<file path="src/osl_consts.vh">
/*
 Constants for the output signal logic unit: function codes, settings encodings,
 timing figures. Assumes inclusion by osl_unit.v only.
*/
`ifndef OSL_CONSTS_VH
`define OSL_CONSTS_VH

// Function codes of output terminal and relay
`define OSL_FN_W          6
`define OSL_FN_MAX        6'h3C
`define OSL_FN_RUN        6'h00
`define OSL_FN_LINK_TMO   6'h20
`define OSL_FN_COMBINE    6'h21
`define OSL_FN_START_CMD  6'h29
`define OSL_FN_OVERHEAT   6'h2A
`define OSL_FN_LOW_CUR    6'h2B
`define OSL_FN_UNASSIGNED 6'h3F

// Write data field positions
`define OSL_F_A_HI        5
`define OSL_F_A_LO        0
`define OSL_F_B_HI        13
`define OSL_F_B_LO        8
`define OSL_F_OP_HI       17
`define OSL_F_OP_LO       16
`define OSL_F_MODE        16
`define OSL_F_TMO_HI      13
`define OSL_F_TMO_LO      0
`define OSL_F_TEMP_HI     7
`define OSL_F_TEMP_LO     0
`define OSL_F_CUR_HI      15
`define OSL_F_CUR_LO      8

// Operator codes
`define OSL_OP_AND        2'h0
`define OSL_OP_OR         2'h1
`define OSL_OP_XOR        2'h2

// Low current modes
`define OSL_LC_ALWAYS     1'h0
`define OSL_LC_CONST      1'h1

// Timeout setting in units of 10 ms, 0 to 9999
`define OSL_TMO_W         14
`define OSL_TMO_MAX       14'h270F
`define OSL_TMO_UNIT_NS   10000000
`define OSL_CLK_NS        10
`define OSL_TICK_CYC      (`OSL_TMO_UNIT_NS / `OSL_CLK_NS)
`define OSL_TICK_W        20

// Temperature in degrees C, current as level in 1/100 of rated
`define OSL_TEMP_W        8
`define OSL_TEMP_MAX      8'h6E
`define OSL_CUR_W         8
`define OSL_CUR_MAX       8'hC8

// Interrupt bit positions
`define OSL_IRQ_W         4
`define OSL_IRQ_TMO       0
`define OSL_IRQ_OVH       1
`define OSL_IRQ_LOC       2
`define OSL_IRQ_BOTH      3

// Register offsets
`define OSL_ADDR_W        4
`define OSL_R_SEL         4'h0
`define OSL_R_CFG         4'h1
`define OSL_R_TMO         4'h2
`define OSL_R_THR         4'h3
`define OSL_R_STAT        4'h4
`define OSL_R_IRQ_ST      4'h5
`define OSL_R_IRQ_MASK    4'h6
`define OSL_R_TMO_CNT     4'h7

`endif

</file>
<file path="src/osl_unit.v">
/*
 Output signal logic unit: function multiplexing for one output terminal and one
 relay, a two-operand combiner, link timeout flag, start command indicator,
 overheat warning and low current flag, with a simple register port and
 interrupt. Assumes synchronous inputs on i_core_clk at 100 MHz; the other
 output functions arrive on i_func_bus.
*/
// Strobed register access and the placing of the registers are this design's own decisions.
`include "osl_consts.vh"

module osl_unit (
  // Clock and reset
  input  wire                    i_core_clk,
  input  wire                    i_sys_rst,
  // Register port
  input  wire [`OSL_ADDR_W-1:0]  i_addr,
  input  wire [31:0]             i_wdata,
  input  wire                    i_wr,
  input  wire                    i_rd,
  output reg  [31:0]             o_rdata,
  // Other output functions, indexed by code
  input  wire [63:0]             i_func_bus,
  // Drive state
  input  wire                    i_forward_command,
  input  wire                    i_reverse_command,
  input  wire                    i_running,
  input  wire                    i_constant_speed,
  input  wire                    i_modbus_rtu,
  input  wire                    i_rx_data,
  input  wire [`OSL_TEMP_W-1:0]  i_heatsink_temp,
  input  wire [`OSL_CUR_W-1:0]   i_output_current,
  // Outputs
  output reg                     o_terminal,
  output reg                     o_relay,
  output reg                     o_link_timeout_flag,
  output reg                     o_start_command_present,
  output reg                     o_overheat_warning,
  output reg                     o_low_current_flag,
  output reg                     o_combined,
  output reg                     o_motor_stop,
  output reg                     o_irq
);

  // Settings
  reg  [`OSL_FN_W-1:0]   output_terminal_function;
  reg  [`OSL_FN_W-1:0]   relay_function;
  reg  [`OSL_FN_W-1:0]   operand_a_select;
  reg  [`OSL_FN_W-1:0]   operand_b_select;
  reg  [1:0]             operator_select;
  reg                    low_current_mode;
  reg  [`OSL_TMO_W-1:0]  timeout_limit_setting;
  reg  [`OSL_TEMP_W-1:0] overheat_threshold;
  reg  [`OSL_CUR_W-1:0]  low_current_level;
  reg  [`OSL_IRQ_W-1:0]  irq_status;
  reg  [`OSL_IRQ_W-1:0]  irq_mask;

  // Timeout counting
  reg  [`OSL_TICK_W-1:0] tick_cnt;
  reg  [`OSL_TMO_W-1:0]  tmo_cnt;

  // Flag events and previous levels
  reg                    prev_tmo;
  reg                    prev_ovh;
  reg                    prev_loc;
  reg                    prev_both;

  wire [`OSL_FN_W-1:0]   wr_a = i_wdata[`OSL_F_A_HI:`OSL_F_A_LO];
  wire [`OSL_FN_W-1:0]   wr_b = i_wdata[`OSL_F_B_HI:`OSL_F_B_LO];

  // Operand legal when in range and not combiner or unassigned
  function legal_operand;
    input [`OSL_FN_W-1:0] code;
    begin
      legal_operand = (code <= `OSL_FN_MAX) && (code != `OSL_FN_COMBINE);
    end
  endfunction

  // Full function vector with this block's own signals
  reg  [63:0]            func_vec;
  wire                   both_cmds = i_forward_command & i_reverse_command;
  always @* begin
    func_vec = i_func_bus;
    func_vec[`OSL_FN_LINK_TMO]  = o_link_timeout_flag;
    func_vec[`OSL_FN_COMBINE]   = o_combined;
    func_vec[`OSL_FN_START_CMD] = o_start_command_present;
    func_vec[`OSL_FN_OVERHEAT]  = o_overheat_warning;
    func_vec[`OSL_FN_LOW_CUR]   = o_low_current_flag;
    func_vec[`OSL_FN_UNASSIGNED] = 1'b0;
  end

  reg next_combined;
  always @* begin
    case (operator_select)
      `OSL_OP_AND: next_combined = func_vec[operand_a_select] & func_vec[operand_b_select];
      `OSL_OP_OR:  next_combined = func_vec[operand_a_select] | func_vec[operand_b_select];
      `OSL_OP_XOR: next_combined = func_vec[operand_a_select] ^ func_vec[operand_b_select];
      default:     next_combined = 1'b0;
    endcase
  end

  wire next_start = i_forward_command ^ i_reverse_command;
  wire next_ovh   = i_heatsink_temp > overheat_threshold;
  wire lc_enable  = (low_current_mode == `OSL_LC_ALWAYS) ? i_running
                                                         : (i_running & i_constant_speed);
  wire next_loc   = lc_enable && (i_output_current <= low_current_level);

  // Reception timeout: 10 ms tick, counter of ticks since last data
  wire tick     = (tick_cnt == `OSL_TICK_CYC - 1);
  wire tmo_hit  = i_modbus_rtu && !i_rx_data && (tmo_cnt >= timeout_limit_setting);

  always @(posedge i_core_clk) begin
    if (i_sys_rst || i_rx_data || !i_modbus_rtu) begin
      tick_cnt <= {`OSL_TICK_W{1'b0}};
      tmo_cnt  <= {`OSL_TMO_W{1'b0}};
    end else begin
      tick_cnt <= tick ? {`OSL_TICK_W{1'b0}} : tick_cnt + 1'b1;
      if (tick && tmo_cnt != `OSL_TMO_MAX)
        tmo_cnt <= tmo_cnt + 1'b1;
    end
  end

  // Registered flags and terminal outputs
  always @(posedge i_core_clk) begin
    if (i_sys_rst) begin
      o_link_timeout_flag     <= 1'b0;
      o_start_command_present <= 1'b0;
      o_overheat_warning      <= 1'b0;
      o_low_current_flag      <= 1'b0;
      o_combined              <= 1'b0;
      o_motor_stop            <= 1'b0;
      o_terminal              <= 1'b0;
      o_relay                 <= 1'b0;
    end else begin
      if (!i_modbus_rtu || i_rx_data)
        o_link_timeout_flag <= 1'b0;
      else if (tmo_hit)
        o_link_timeout_flag <= 1'b1;
      o_start_command_present <= next_start;
      o_motor_stop            <= both_cmds;
      o_overheat_warning      <= next_ovh;
      o_low_current_flag      <= next_loc;
      o_combined              <= next_combined;
      o_terminal              <= func_vec[output_terminal_function];
      o_relay                 <= func_vec[relay_function];
    end
  end

  // Interrupt events on rising flags; set wins over clear
  wire [`OSL_IRQ_W-1:0] events = {both_cmds & ~prev_both,
                                  next_loc & ~prev_loc,
                                  next_ovh & ~prev_ovh,
                                  o_link_timeout_flag & ~prev_tmo};
  wire [`OSL_IRQ_W-1:0] clr = (i_wr && i_addr == `OSL_R_IRQ_ST) ? i_wdata[`OSL_IRQ_W-1:0]
                                                                : {`OSL_IRQ_W{1'b0}};

  // Per-bit sticky status; an event in the cycle of its clear keeps the bit set
  wire [`OSL_IRQ_W-1:0] next_status;
  genvar gi;
  generate
    for (gi = 0; gi < `OSL_IRQ_W; gi = gi + 1) begin : g_irq
      assign next_status[gi] = events[gi] | (irq_status[gi] & ~clr[gi]);
    end
  endgenerate

  always @(posedge i_core_clk) begin
    if (i_sys_rst) begin
      prev_tmo   <= 1'b0;
      prev_ovh   <= 1'b0;
      prev_loc   <= 1'b0;
      prev_both  <= 1'b0;
      irq_status <= {`OSL_IRQ_W{1'b0}};
      o_irq      <= 1'b0;
    end else begin
      prev_tmo   <= o_link_timeout_flag;
      prev_ovh   <= next_ovh;
      prev_loc   <= next_loc;
      prev_both  <= both_cmds;
      irq_status <= next_status;
      o_irq      <= |(next_status & irq_mask);
    end
  end

  // Register writes; illegal operand or out-of-range values are ignored
  always @(posedge i_core_clk) begin
    if (i_sys_rst) begin
      output_terminal_function <= `OSL_FN_RUN;
      relay_function           <= `OSL_FN_RUN;
      operand_a_select         <= `OSL_FN_RUN;
      operand_b_select         <= `OSL_FN_RUN;
      operator_select          <= `OSL_OP_AND;
      low_current_mode         <= `OSL_LC_ALWAYS;
      timeout_limit_setting    <= {`OSL_TMO_W{1'b0}};
      overheat_threshold       <= {`OSL_TEMP_W{1'b0}};
      low_current_level        <= {`OSL_CUR_W{1'b0}};
      irq_mask                 <= {`OSL_IRQ_W{1'b0}};
    end else if (i_wr) begin
      case (i_addr)
        `OSL_R_SEL: begin
          if (legal_operand(wr_a))
            operand_a_select <= wr_a;
          if (legal_operand(wr_b))
            operand_b_select <= wr_b;
          if (i_wdata[`OSL_F_OP_HI:`OSL_F_OP_LO] <= `OSL_OP_XOR)
            operator_select <= i_wdata[`OSL_F_OP_HI:`OSL_F_OP_LO];
        end
        `OSL_R_CFG: begin
          if (wr_a <= `OSL_FN_MAX)
            output_terminal_function <= wr_a;
          if (wr_b <= `OSL_FN_MAX)
            relay_function <= wr_b;
          low_current_mode <= i_wdata[`OSL_F_MODE];
        end
        `OSL_R_TMO: begin
          if (i_wdata[`OSL_F_TMO_HI:`OSL_F_TMO_LO] <= `OSL_TMO_MAX)
            timeout_limit_setting <= i_wdata[`OSL_F_TMO_HI:`OSL_F_TMO_LO];
        end
        `OSL_R_THR: begin
          if (i_wdata[`OSL_F_TEMP_HI:`OSL_F_TEMP_LO] <= `OSL_TEMP_MAX)
            overheat_threshold <= i_wdata[`OSL_F_TEMP_HI:`OSL_F_TEMP_LO];
          if (i_wdata[`OSL_F_CUR_HI:`OSL_F_CUR_LO] <= `OSL_CUR_MAX)
            low_current_level <= i_wdata[`OSL_F_CUR_HI:`OSL_F_CUR_LO];
        end
        `OSL_R_IRQ_MASK: irq_mask <= i_wdata[`OSL_IRQ_W-1:0];
        default: ;
      endcase
    end
  end

  // Read data one cycle after the strobe, zero otherwise
  always @(posedge i_core_clk) begin
    if (i_sys_rst || !i_rd) begin
      o_rdata <= 32'h0000_0000;
    end else begin
      case (i_addr)
        `OSL_R_SEL:      o_rdata <= {14'h0000, operator_select, 2'h0, operand_b_select, 2'h0, operand_a_select};
        `OSL_R_CFG:      o_rdata <= {15'h0000, low_current_mode, 2'h0, relay_function,
                                     2'h0, output_terminal_function};
        `OSL_R_TMO:      o_rdata <= {18'h00000, timeout_limit_setting};
        `OSL_R_THR:      o_rdata <= {16'h0000, low_current_level, overheat_threshold};
        `OSL_R_STAT:     o_rdata <= {24'h000000, o_motor_stop, o_combined, o_relay, o_terminal,
                                     o_low_current_flag, o_overheat_warning,
                                     o_start_command_present, o_link_timeout_flag};
        `OSL_R_IRQ_ST:   o_rdata <= {28'h0000000, irq_status};
        `OSL_R_IRQ_MASK: o_rdata <= {28'h0000000, irq_mask};
        `OSL_R_TMO_CNT:  o_rdata <= {18'h00000, tmo_cnt};
        default:         o_rdata <= 32'h0000_0000;
      endcase
    end
  end

endmodule

</file>
<file path="config.mk">
export PLATFORM = sky130hd
export DESIGN_NAME = osl_unit
export DESIGN_NICKNAME = d
export VERILOG_FILES = /design/src/osl_unit.v
export VERILOG_INCLUDE_DIRS = /design/src
export SDC_FILE = /design/constraint.sdc
export NUM_CORES = 1
export LEC_CHECK = 0
export BUFFER_PORTS_ARGS = -buffer_cell sky130_fd_sc_hd__buf_2
export CORE_UTILIZATION = 28
export CTS_BUF_LIST = sky130_fd_sc_hd__clkbuf_16
export DETAILED_ROUTE_END_ITERATION = 8
export GPL_ROUTABILITY_DRIVEN = 1
export GPL_TIMING_DRIVEN = 0
export HOLD_SLACK_MARGIN = 0.03
export PLACE_DENSITY_LB_ADDON = 0.05
export SYNTH_ARGS = -nofsm -noshare
export SYNTH_HDL_FRONTEND = slang
export SYNTH_SLANG_ARGS = --single-unit
</file>
<file path="constraint.sdc">
create_clock -name i_core_clk -period 6.8 [get_ports i_core_clk]
set_clock_uncertainty 0.2 [all_clocks]
set_input_delay 1.02 -clock i_core_clk [delete_from_list [all_inputs] [get_ports i_core_clk]]
set_output_delay 1.02 -clock i_core_clk [all_outputs]
set_load 0.01 [all_outputs]
</file>
==> flow_metrics.env, run 1 <==
export IMPL_cts_root_buf="clkbuf_16"
export IMPL_cp_slowest_cell="clkinv_1"
export IMPL_synth_cell_type_count=84
export IMPL_r2r_start="operand_a_select[2]"
export IMPL_syn_inst=898
export IMPL_wl_per_cell_um=22.7
export IMPL_fmax_ghz=0.287
export IMPL_post_dp_hpwl_um=25500
export IMPL_holdBufCountCts=0
export IMPL_synth_ff_type="dfxtp_1"
export IMPL_max_cap_violations=0
export IMPL_h_tree_depth=4
export IMPL_die_w_um=176
export IMPL_required_ps=6910
export IMPL_power_switching_uw=516
export IMPL_grt_pass1_wl_um=49600
export IMPL_hold_start="tick_cnt[0]"
export IMPL_cellLeakagePower_uw=0.00369
export IMPL_via_count=7740
export IMPL_synthArstFlopShare_pct=0
export IMPL_reg2regPathDepth=10
export IMPL_hold_slack_ps=266
export IMPL_clkPwrFrac_pct=48.2
export IMPL_yosysWarningCount=0
export IMPL_min_period_ps=3480
export IMPL_start_util_pct=28.6
export IMPL_slew_headroom_pct=35.0
export IMPL_crit_type="input pin to flop"
export IMPL_hold_path_class="flop to flop"
export IMPL_ctsResizeCount=0
export IMPL_cp_startpoint="i_sys_rst"
export IMPL_num_rows=63
export IMPL_synth_edff_count=0
export IMPL_n_antenna_cell=0
export IMPL_syn_area_um2=8490
export IMPL_crit_path_max_incr_delay_ps=850
export IMPL_die_area_um2=31000
export IMPL_startpoint_type="input pin"
export IMPL_track_usage_pct=21.6
export IMPL_final_cells=1450
export IMPL_crit_fanout=10
export IMPL_ioPinCount=167
export IMPL_place_congestion=0.887
export IMPL_critPathCaptureType="flop"
export IMPL_rsz0062_at_grt="no"
export IMPL_cts_buffers=17
export IMPL_synth_yosys_seq_area_share_pct=30.0
export IMPL_drt_wl_total_um=33000
export IMPL_min_delay_path_depth=1
export IMPL_viasPerCell=5.34
export IMPL_finalSetupViolations=0
export IMPL_coreArea_um2=29700
export IMPL_power_frac_seq_pct=39.5
export IMPL_synth_area_per_cell_um2=9.45
export IMPL_nNetsFinal=1208
export IMPL_total_power_uw=1950
export IMPL_grt_max_degree=17
export IMPL_clkLatencyLatePin_ps=430
export IMPL_ys_ff_latch=127
export IMPL_drive_above_1_share_pct=25.7
export IMPL_p_comb_share_pct=12.3
export IMPL_areaGrowthSynthToFinish_pct=20.3
export IMPL_die_h_um=176
export IMPL_drcViolationCount=0
export IMPL_grt_overflow=0
export IMPL_worstPathCellList="clkbuf_1 -> clkinv_1 -> nand3_1 -> or2_2 -> buf_2 -> nor2_1"
export IMPL_finalMaxSlewViolations=0
export IMPL_drtPass1Iterations=6
export IMPL_cts_sinks=127
export IMPL_io_buffers=117
export IMPL_tightest_slew_ps=972
export IMPL_cts_buffer_depth=2
export IMPL_status="complete, no violations"
export IMPL_hold_viol=0
export IMPL_swShare_pct=26.5
export IMPL_drtIter0Drc=523
export IMPL_antenna_found_initial=0
export IMPL_placedCellCount=1418
export IMPL_grt_pass1_vias=7753
export IMPL_peakVddDrop_mv=0.155
export IMPL_arrival_ps=3600
export IMPL_powerDensity_nw_per_um2=191
export IMPL_cts_tree="yes"
export IMPL_finalSetupTns_ps=0
export IMPL_fin_crit_sh_pct=51.2
export IMPL_cts_clk_slew_worst_paths_ps=60
export IMPL_ant_nets=0
export IMPL_cts_setup_buffers=0
export IMPL_post_route_util_pct=34.3
export IMPL_power_internal_uw=1430
-- synth_stat cells (all sizes together) (4+ instances only) --
library cell,count,area [um^2]
and3,12,75.1
ha,35,438
mux2i,61,611
a21oi,40,204
or3,7,43.8
buf,41,234
nand3,24,130
nor2,127,489
and2,4,26.3
nor3,16,85.1
clkbuf,40,150
xnor2,13,114
o211ai,5,37.5
nor2b,16,100
a31oi,10,68.8
o21ai,18,90.1
a2111oi,4,35.0
a22oi,21,158
xor2,13,114
nand4,14,93.8
nor4,5,52.6
mux4,61,1370
nand2,42,158
inv,41,154
nor3b,5,42.5
o22ai,4,25.0
nand2b,6,37.5
a311oi,4,52.6
nand3b,7,52.6
dfxtp,127,2540
o221a,9,101
a21o,5,37.5
-- flip-flops by register name (all words and copies together) (netlist names), 2 cells and up --
signal                    count
irq_status                    4
operand_b_select              6
relay_function                6
operand_a_select              6
tick_cnt                     20
timeout_limit_setting        14
output_terminal_function      6
irq_mask                      4
operator_select               2
tmo_cnt                      14
o_rdata                      18
low_current_level             8
overheat_threshold            8
-- cell usage in the layout, fill, tap and decap left out, types with 14 or more instances in the layout --
cell type / synthesis / routed
buf_2: 16 / 133
dfxtp_1: 127 / 127
nor2_1: 124 / 124
mux4_2: 61 / 61
mux2i_1: 61 / 61
inv_1: 41 / 42
nand2_1: 42 / 42
clkbuf_1: 40 / 40
a21oi_1: 39 / 39
ha_1: 35 / 35
nand3_1: 22 / 22
a22oi_1: 21 / 21
o21ai_0: 17 / 17
clkbuf_16: 0 / 17
nor2b_1: 16 / 16
nor3_1: 15 / 15
buf_4: 14 / 14
conb_1: 1 / 14
-- path summary, 6_finish.rpt --
kind	end	slack [ps]
worst min register to register	tick_cnt[0]	270
worst min-delay path	tick_cnt[0]	270
worst max-delay path	tick_cnt[17]	3320
worst max register to register	o_combined	3390
-- through the flow --
stage / setup slack, ps / cell area, um^2
floorplan: 3730 / 8540
global placement: 2770 / 9610
detailed placement: 2910 / 9610
CTS: 3360 / 10200
global route: 3130 / 10200
finish: 3320 / 10200
-- cells by family after synthesis --
group | synth area share (%)
AO/OA/AOI/OAI | 13.7
XOR/XNOR | 2.68
AND/OR/NAND/NOR | 18.3
multiplexers | 23.8
other | 0.0442
buffers and inverters | 6.38
flip-flops | 30.0
adder cells (fa/ha/maj) | 5.16
-- worst max-delay path: cells and delay by family --
kind / cells / cell delay (ps)
buffers and inverters: 3 / 1680
and+or+nand+nor: 3 / 870
-- metal layers --
metal	wire length (um)	track usage, %	vias up
met5	0	0	-
met4	1160	9.75	0
met3	1310	2.56	49
met2	16000	36.4	253
met1	14600	27.7	3816
li1	-	-	3622
-- power groups by stage --
stage	Clock, uW	Combinational [uW]	Sequential [uW]
3_3_place_gp	0	241	785
2_1_floorplan	0	134	779
6_report	937	240	769
5_1_grt	989	259	769
4_1_cts	953	240	769
3_5_place_dp	0	238	785
-- cell type report --
cell class,instances,area [um^2]
multi-input combinational,661,5450
inverter,42,158
sequential,127,2540
clock buffer,17,425
buffer,81,384
timing repair buffer,117,586
clock inverter,15,171
fill,3145,19500
tap,390,488
Power figures use the tool's default switching activity.
==> inputs of run 2 (changes only) <==
==> constraint.sdc (replaced) <==
create_clock -name i_core_clk -period 3.06 [get_ports i_core_clk]
set_clock_uncertainty 0.2 [all_clocks]
set_input_delay 0.459 -clock i_core_clk [delete_from_list [all_inputs] [get_ports i_core_clk]]
set_output_delay 0.459 -clock i_core_clk [all_outputs]
set_load 0.01 [all_outputs]
==> flow_metrics.env, run 2 (same netlist as run 1, synthesis figures left out) <==
export IMPL_cts_root_buf="clkbuf_16"
export IMPL_min_period_ps=2910
export IMPL_io_buffers=117
export IMPL_startpoint_type="input pin"
export IMPL_cts_clk_slew_worst_paths_ps=60
export IMPL_p_comb_share_pct=12.4
export IMPL_hold_viol=0
export IMPL_clkPwrFrac_pct=48.0
export IMPL_hold_path_class="input pin to flop"
export IMPL_multiInputGateArea_um2=5470
export IMPL_die_w_um=176
export IMPL_drtIter0Drc=565
export IMPL_wl_per_cell_um=22.8
export IMPL_n_fill_cell=3136
export IMPL_n_antenna_cell=0
export IMPL_post_route_util_pct=34.7
export IMPL_coreArea_um2=29700
export IMPL_crit_type="input pin to flop"
export IMPL_die_h_um=176
export IMPL_cellLeakagePower_uw=0.00374
export IMPL_slew_headroom_pct=34.7
export IMPL_tightest_slew_ps=975
export IMPL_cp_slowest_cell="clkinv_1"
export IMPL_grt_overflow=0
export IMPL_critPathCaptureType="flop"
export IMPL_top_register="tick_cnt"
export IMPL_antenna_found_initial=0
export IMPL_finalSetupViolations=0
export IMPL_clkLatencyLatePin_ps=430
export IMPL_num_rows=63
export IMPL_cts_buffers=17
export IMPL_max_cap_violations=0
export IMPL_drive_above_1_share_pct=26.9
export IMPL_largest_register_ffs=20
export IMPL_most_common_layout_cells="buf_2, dfxtp_1, nor2_1, mux4_2, mux2i_1"
export IMPL_fmax_ghz=0.343
export IMPL_nNetsFinal=1212
export IMPL_h_tree_depth=4
export IMPL_start_util_pct=28.6
export IMPL_use_met3_pct=2.56
export IMPL_min_delay_path_depth=3
export IMPL_final_common_cell="buf_2"
export IMPL_top_regs="tick_cnt x20, o_rdata x18"
export IMPL_reg2regPathDepth=10
export IMPL_track_usage_pct=21.6
export IMPL_regArea_um2=2540
export IMPL_ant_nets=0
export IMPL_viasPerCell=5.35
export IMPL_power_frac_seq_pct=39.5
export IMPL_met1_usage_pct=27.7
export IMPL_grt_pass1_wl_um=49600
export IMPL_cts_sinks=127
export IMPL_holdBufCountCts=0
export IMPL_required_ps=3180
export IMPL_post_dp_hpwl_um=25500
export IMPL_met2_usage_pct=36.4
export IMPL_powerDensity_nw_per_um2=419
export IMPL_areaGrowthSynthToFinish_pct=21.5
export IMPL_finalMaxSlewViolations=0
export IMPL_peakVddDrop_mv=0.345
export IMPL_cts_buffer_depth=2
export IMPL_power_switching_uw=1150
export IMPL_arrival_ps=3030
export IMPL_gr_max_usage_layer="met2"
export IMPL_die_area_um2=31000
export IMPL_crit_fanout=10
export IMPL_power_internal_uw=3180
export IMPL_grt_max_degree=17
export IMPL_place_congestion=0.887
export IMPL_grt_pass1_vias=7755
export IMPL_via_count=7784
export IMPL_crit_path_max_incr_delay_ps=860
export IMPL_fin_crit_sh_pct=95.2
export IMPL_setup_ws_ps=146
export IMPL_swShare_pct=26.5
export IMPL_total_power_uw=4320
export IMPL_drtPass1Iterations=5
export IMPL_drcViolationCount=0
export IMPL_drt_wl_total_um=33100
export IMPL_cts_tree="yes"
export IMPL_worstPathCellList="clkbuf_1 -> clkinv_1 -> nand3_1 -> or2_2 -> buf_2 -> nor2_1"
export IMPL_status="complete, no violations"
export IMPL_pre_cts_ws_ps=-378
export IMPL_ioPinCount=167
==> run 2: worst max-delay path: cells and delay by family <==
kind	cells	cell delay, ps
simple gates	3	870
buf+inv	3	1680
==> run 2: metal layers <==
layer,wire length (um),vias to the layer above
met5,0,-
met4,1130,0
met3,1340,45
met2,16100,268
met1,14500,3841
li1,-,3630
==> run 2: repair_timing <==
item                                    CTS  global route
endpoints found under the setup margin    1             1
resized for setup                         8            19
setup buffers                             0             6
endpoints found under the hold margin     0             0
cloned                                    0             0
==> run 2: power by group through the flow <==
stage	registers (uW)	logic, uW	clock network [uW]
after floorplan	1730	298	0
after global placement	1740	535	0
after detailed placement	1740	530	0
after CTS	1710	533	2120
after global routing	1710	578	2200
final	1710	538	2080
==> run 2: final timing paths <==
kind / start / end / slack, ps
max: i_sys_rst / tick_cnt[17] / 150
min: i_wdata[16] / low_current_mode / 100
max reg2reg: operand_a_select[0] / o_combined / 190
min reg2reg: tick_cnt[0] / tick_cnt[0] / 270
==> run 2: final cells by class <==
type | count | share of cell area, %
Sequential cell | 127 | 24.7
Multi-Input combinational cell | 661 | 53.0
Buffer | 79 | 4.16
Clock inverter | 15 | 1.66
Tap cell | 390 | 4.73
Clock buffer | 17 | 4.13
Timing Repair Buffer | 123 | 6.12
Inverter | 42 | 1.53
==> run 2: through the flow <==
stage / TNS (ps) / std cells / cell area, um^2 / hold WS, ps
6_report: 0 / 1454 / 10300 / 99.1
5_1_grt: -10.9 / 1454 / 10300 / 88.2
4_1_cts: 0 / 1450 / 10200 / 81.8
3_5_place_dp: -6220 / 1418 / 9610 / 254
3_3_place_gp: -11210 / 1418 / 9610 / 254
2_1_floorplan: 0 / 911 / 8540 / 230
==> inputs of run 3 (changes only) <==
--- a/config.mk
+++ b/config.mk
@@ -6,6 +6,7 @@
 export SDC_FILE = /design/constraint.sdc
 export NUM_CORES = 1
 export LEC_CHECK = 0
+export ABC_AREA = 1
 export BUFFER_PORTS_ARGS = -buffer_cell sky130_fd_sc_hd__buf_2
 export CORE_UTILIZATION = 28
 export CTS_BUF_LIST = sky130_fd_sc_hd__clkbuf_16
==> flow_metrics.env, run 3 <==
export IMPL_status="complete, no violations"
export IMPL_rsz0062_at_grt="no"
export IMPL_synth_ff_type="dfxtp_1"
export IMPL_yosysWarningCount=0
export IMPL_die_w_um=181
export IMPL_required_ps=3180
export IMPL_slew_headroom_pct=46.4
export IMPL_finalSetupViolations=0
export IMPL_n_antenna_cell=0
export IMPL_power_switching_uw=1250
export IMPL_cp_endpoint="o_combined"
export IMPL_synth_yosys_seq_area_share_pct=28.3
export IMPL_finalSetupTns_ps=0
export IMPL_crit_cells=14
export IMPL_drtIter0Drc=810
export IMPL_hold_path_class="input pin to flop"
export IMPL_cts_buffer_depth=2
export IMPL_regToRegEndpoint="o_combined"
export IMPL_grt_overflow=0
export IMPL_viasPerCell=5.11
export IMPL_syn_area_um2=8980
export IMPL_grt_pass1_vias=9859
export IMPL_power_frac_seq_pct=39.7
export IMPL_finalMaxSlewViolations=0
export IMPL_cts_buffers=17
export IMPL_grt_pass1_wl_um=62000
export IMPL_min_period_ps=2590
export IMPL_reg2regPathDepth=14
export IMPL_hold_start="i_sys_rst"
export IMPL_place_congestion=0.991
export IMPL_h_tree_depth=4
export IMPL_hold_viol=0
export IMPL_clkPwrFrac_pct=45.2
export IMPL_ioPinCount=167
export IMPL_yosysTopAreaCell="dfxtp_1"
export IMPL_most_common_layout_cells="nand2_1, nand3_1, buf_2, inv_1, dfxtp_1"
export IMPL_pre_cts_ws_ps=544
export IMPL_r2r_start="operand_b_select[1]"
export IMPL_fmax_ghz=0.387
export IMPL_cp_slowest_cell="buf_2"
export IMPL_power_internal_uw=3070
export IMPL_regArea_um2=2540
export IMPL_drtPass1Iterations=5
export IMPL_holdBufCountCts=0
export IMPL_synth_cell_type_count=39
export IMPL_cp_num_buf_inv=4
export IMPL_io_buffers=129
export IMPL_cp_startpoint="operand_b_select[1]"
export IMPL_setup_ws_ps=475
export IMPL_cts_setup_buffers=0
export IMPL_areaGrowthSynthToFinish_pct=19.5
export IMPL_grt_max_degree=17
export IMPL_synthTopCellsByArea="dfxtp_1, nand2_1, nand3_1"
export IMPL_synth_edff_count=0
export IMPL_crit_path_max_incr_delay_ps=330
export IMPL_cts_tree="yes"
export IMPL_synth_common_cells="nand2_1, nand3_1, inv_1, dfxtp_1, a21oi_1"
export IMPL_clkLatencyLatePin_ps=440
export IMPL_swShare_pct=29.0
export IMPL_drcViolationCount=0
export IMPL_critPathCaptureType="flop"
export IMPL_peakVddDrop_mv=0.394
export IMPL_crit_fanout=10
export IMPL_drive_above_1_share_pct=16.2
export IMPL_cp_top_family="buffers and inverters"
export IMPL_crit_type="flop to flop"
export IMPL_syn_inst=1459
export IMPL_startpoint_type="flop"
export IMPL_antenna_found_initial=0
export IMPL_n_fill_cell=3616
export IMPL_max_cap_violations=0
export IMPL_ant_nets=0
export IMPL_crit_path_frequent_cell="nand3_1"
export IMPL_cts_clk_slew_worst_paths_ps=60
export IMPL_tightest_slew_ps=803
export IMPL_synth_area_per_cell_um2=6.16
export IMPL_powerDensity_nw_per_um2=402
export IMPL_p_comb_share_pct=15.1
export IMPL_ys_ff_latch=127
export IMPL_largest_register_ffs=20
export IMPL_drt_wl_total_um=41600
export IMPL_die_area_um2=32800
export IMPL_synth_most_common_cell="nand2_1"
export IMPL_cts_root_buf="clkbuf_16"
export IMPL_worstPathCellList="buf_4 -> clkinv_1 -> buf_2 -> nand3_1 -> nand3_1 -> nand2_1 -> nand2_1 -> nand3_1 -> nand3_1 -> nand2_1 -> inv_1 -> ha_1 -> o21ai_0 -> nor3_1"
export IMPL_start_util_pct=28.5
export IMPL_via_count=10402
export IMPL_wl_per_cell_um=20.5
export IMPL_synth_top_area_share_pct=28.3
export IMPL_synthArstFlopShare_pct=0
export IMPL_reg2reg_setup_slack_ps=470
export IMPL_cts_sinks=127
export IMPL_cellLeakagePower_uw=0.00468
export IMPL_fin_crit_sh_pct=84.5
export IMPL_num_rows=65
export IMPL_die_h_um=181
export IMPL_arrival_ps=2710
export IMPL_coreArea_um2=31600
export IMPL_nNetsFinal=1781
export IMPL_post_dp_hpwl_um=32800
export IMPL_ctsResizeCount=0
export IMPL_multiInputGateArea_um2=5500
export IMPL_top_regs="tick_cnt x20, o_rdata x18"
export IMPL_top_register="tick_cnt"
export IMPL_final_common_cell="nand2_1"
export IMPL_track_usage_pct=25.4
run 3: metal layers:
metal  vias to the layer above  GRT usage [%]  wire (um)
li1                       5122              -          -
met1                      4811           31.9      18100
met2                       376           43.1      19500
met3                        93           3.57       2150
met4                         0           11.6       1860
met5                         -              0          0
run 3: cells by family after synthesis:
kind of cell	share of synthesized area, %
and+or+nand+nor	39.8
AOI/OAI and AO/OA	14.3
buffers and inverters	11.0
DFF	28.3
adders and majority gates	4.88
xor gates and xnor gates	1.66
other	0.0417
run 3: area by class of cell:
type,count,share of cell area (%)
buffer,82,4.14
timing repair buffer,129,6.01
clock buffer,17,3.96
sequential,127,23.7
inverter,145,5.07
tap,402,4.69
multi-input combinational,1118,51.2
clock inverter,15,1.21
run 3: how the worst min path moves through the flow:
stage | to | slack, ps | depth (start not counted)
6_report | operator_select[0] | 130 | 2
5_1_grt | operator_select[0] | 120 | 2
4_1_cts | operator_select[0] | 120 | 2
3_5_place_dp | overheat_threshold[5] | 260 | 2
3_3_place_gp | o_rdata[16] | 260 | 2
2_1_floorplan | o_irq | 230 | 2
run 3: metrics by stage:
step / instance area [um^2] / power [uW] / util (%) / std cells / hold slack (ps)
floorplan: 9030 / 2070 / - / 1472 / 226
global placement: 10200 / 2400 / 32.3 / 2003 / 260
global route: 10700 / 4510 / 34.0 / 2035 / 117
detailed placement: 10200 / 2390 / 32.3 / 2003 / 264
CTS: 10700 / 4360 / 34.0 / 2035 / 117
finish: 10700 / 4320 / 34.0 / 2035 / 135
run 3: power groups by stage:
stage | Combinational [uW] | Clock (uW) | Sequential (uW)
floorplan | 337 | 0 | 1740
global placement | 646 | 0 | 1750
detailed placement | 644 | 0 | 1750
CTS | 646 | 2000 | 1710
global route | 718 | 2080 | 1720
finish | 654 | 1950 | 1710
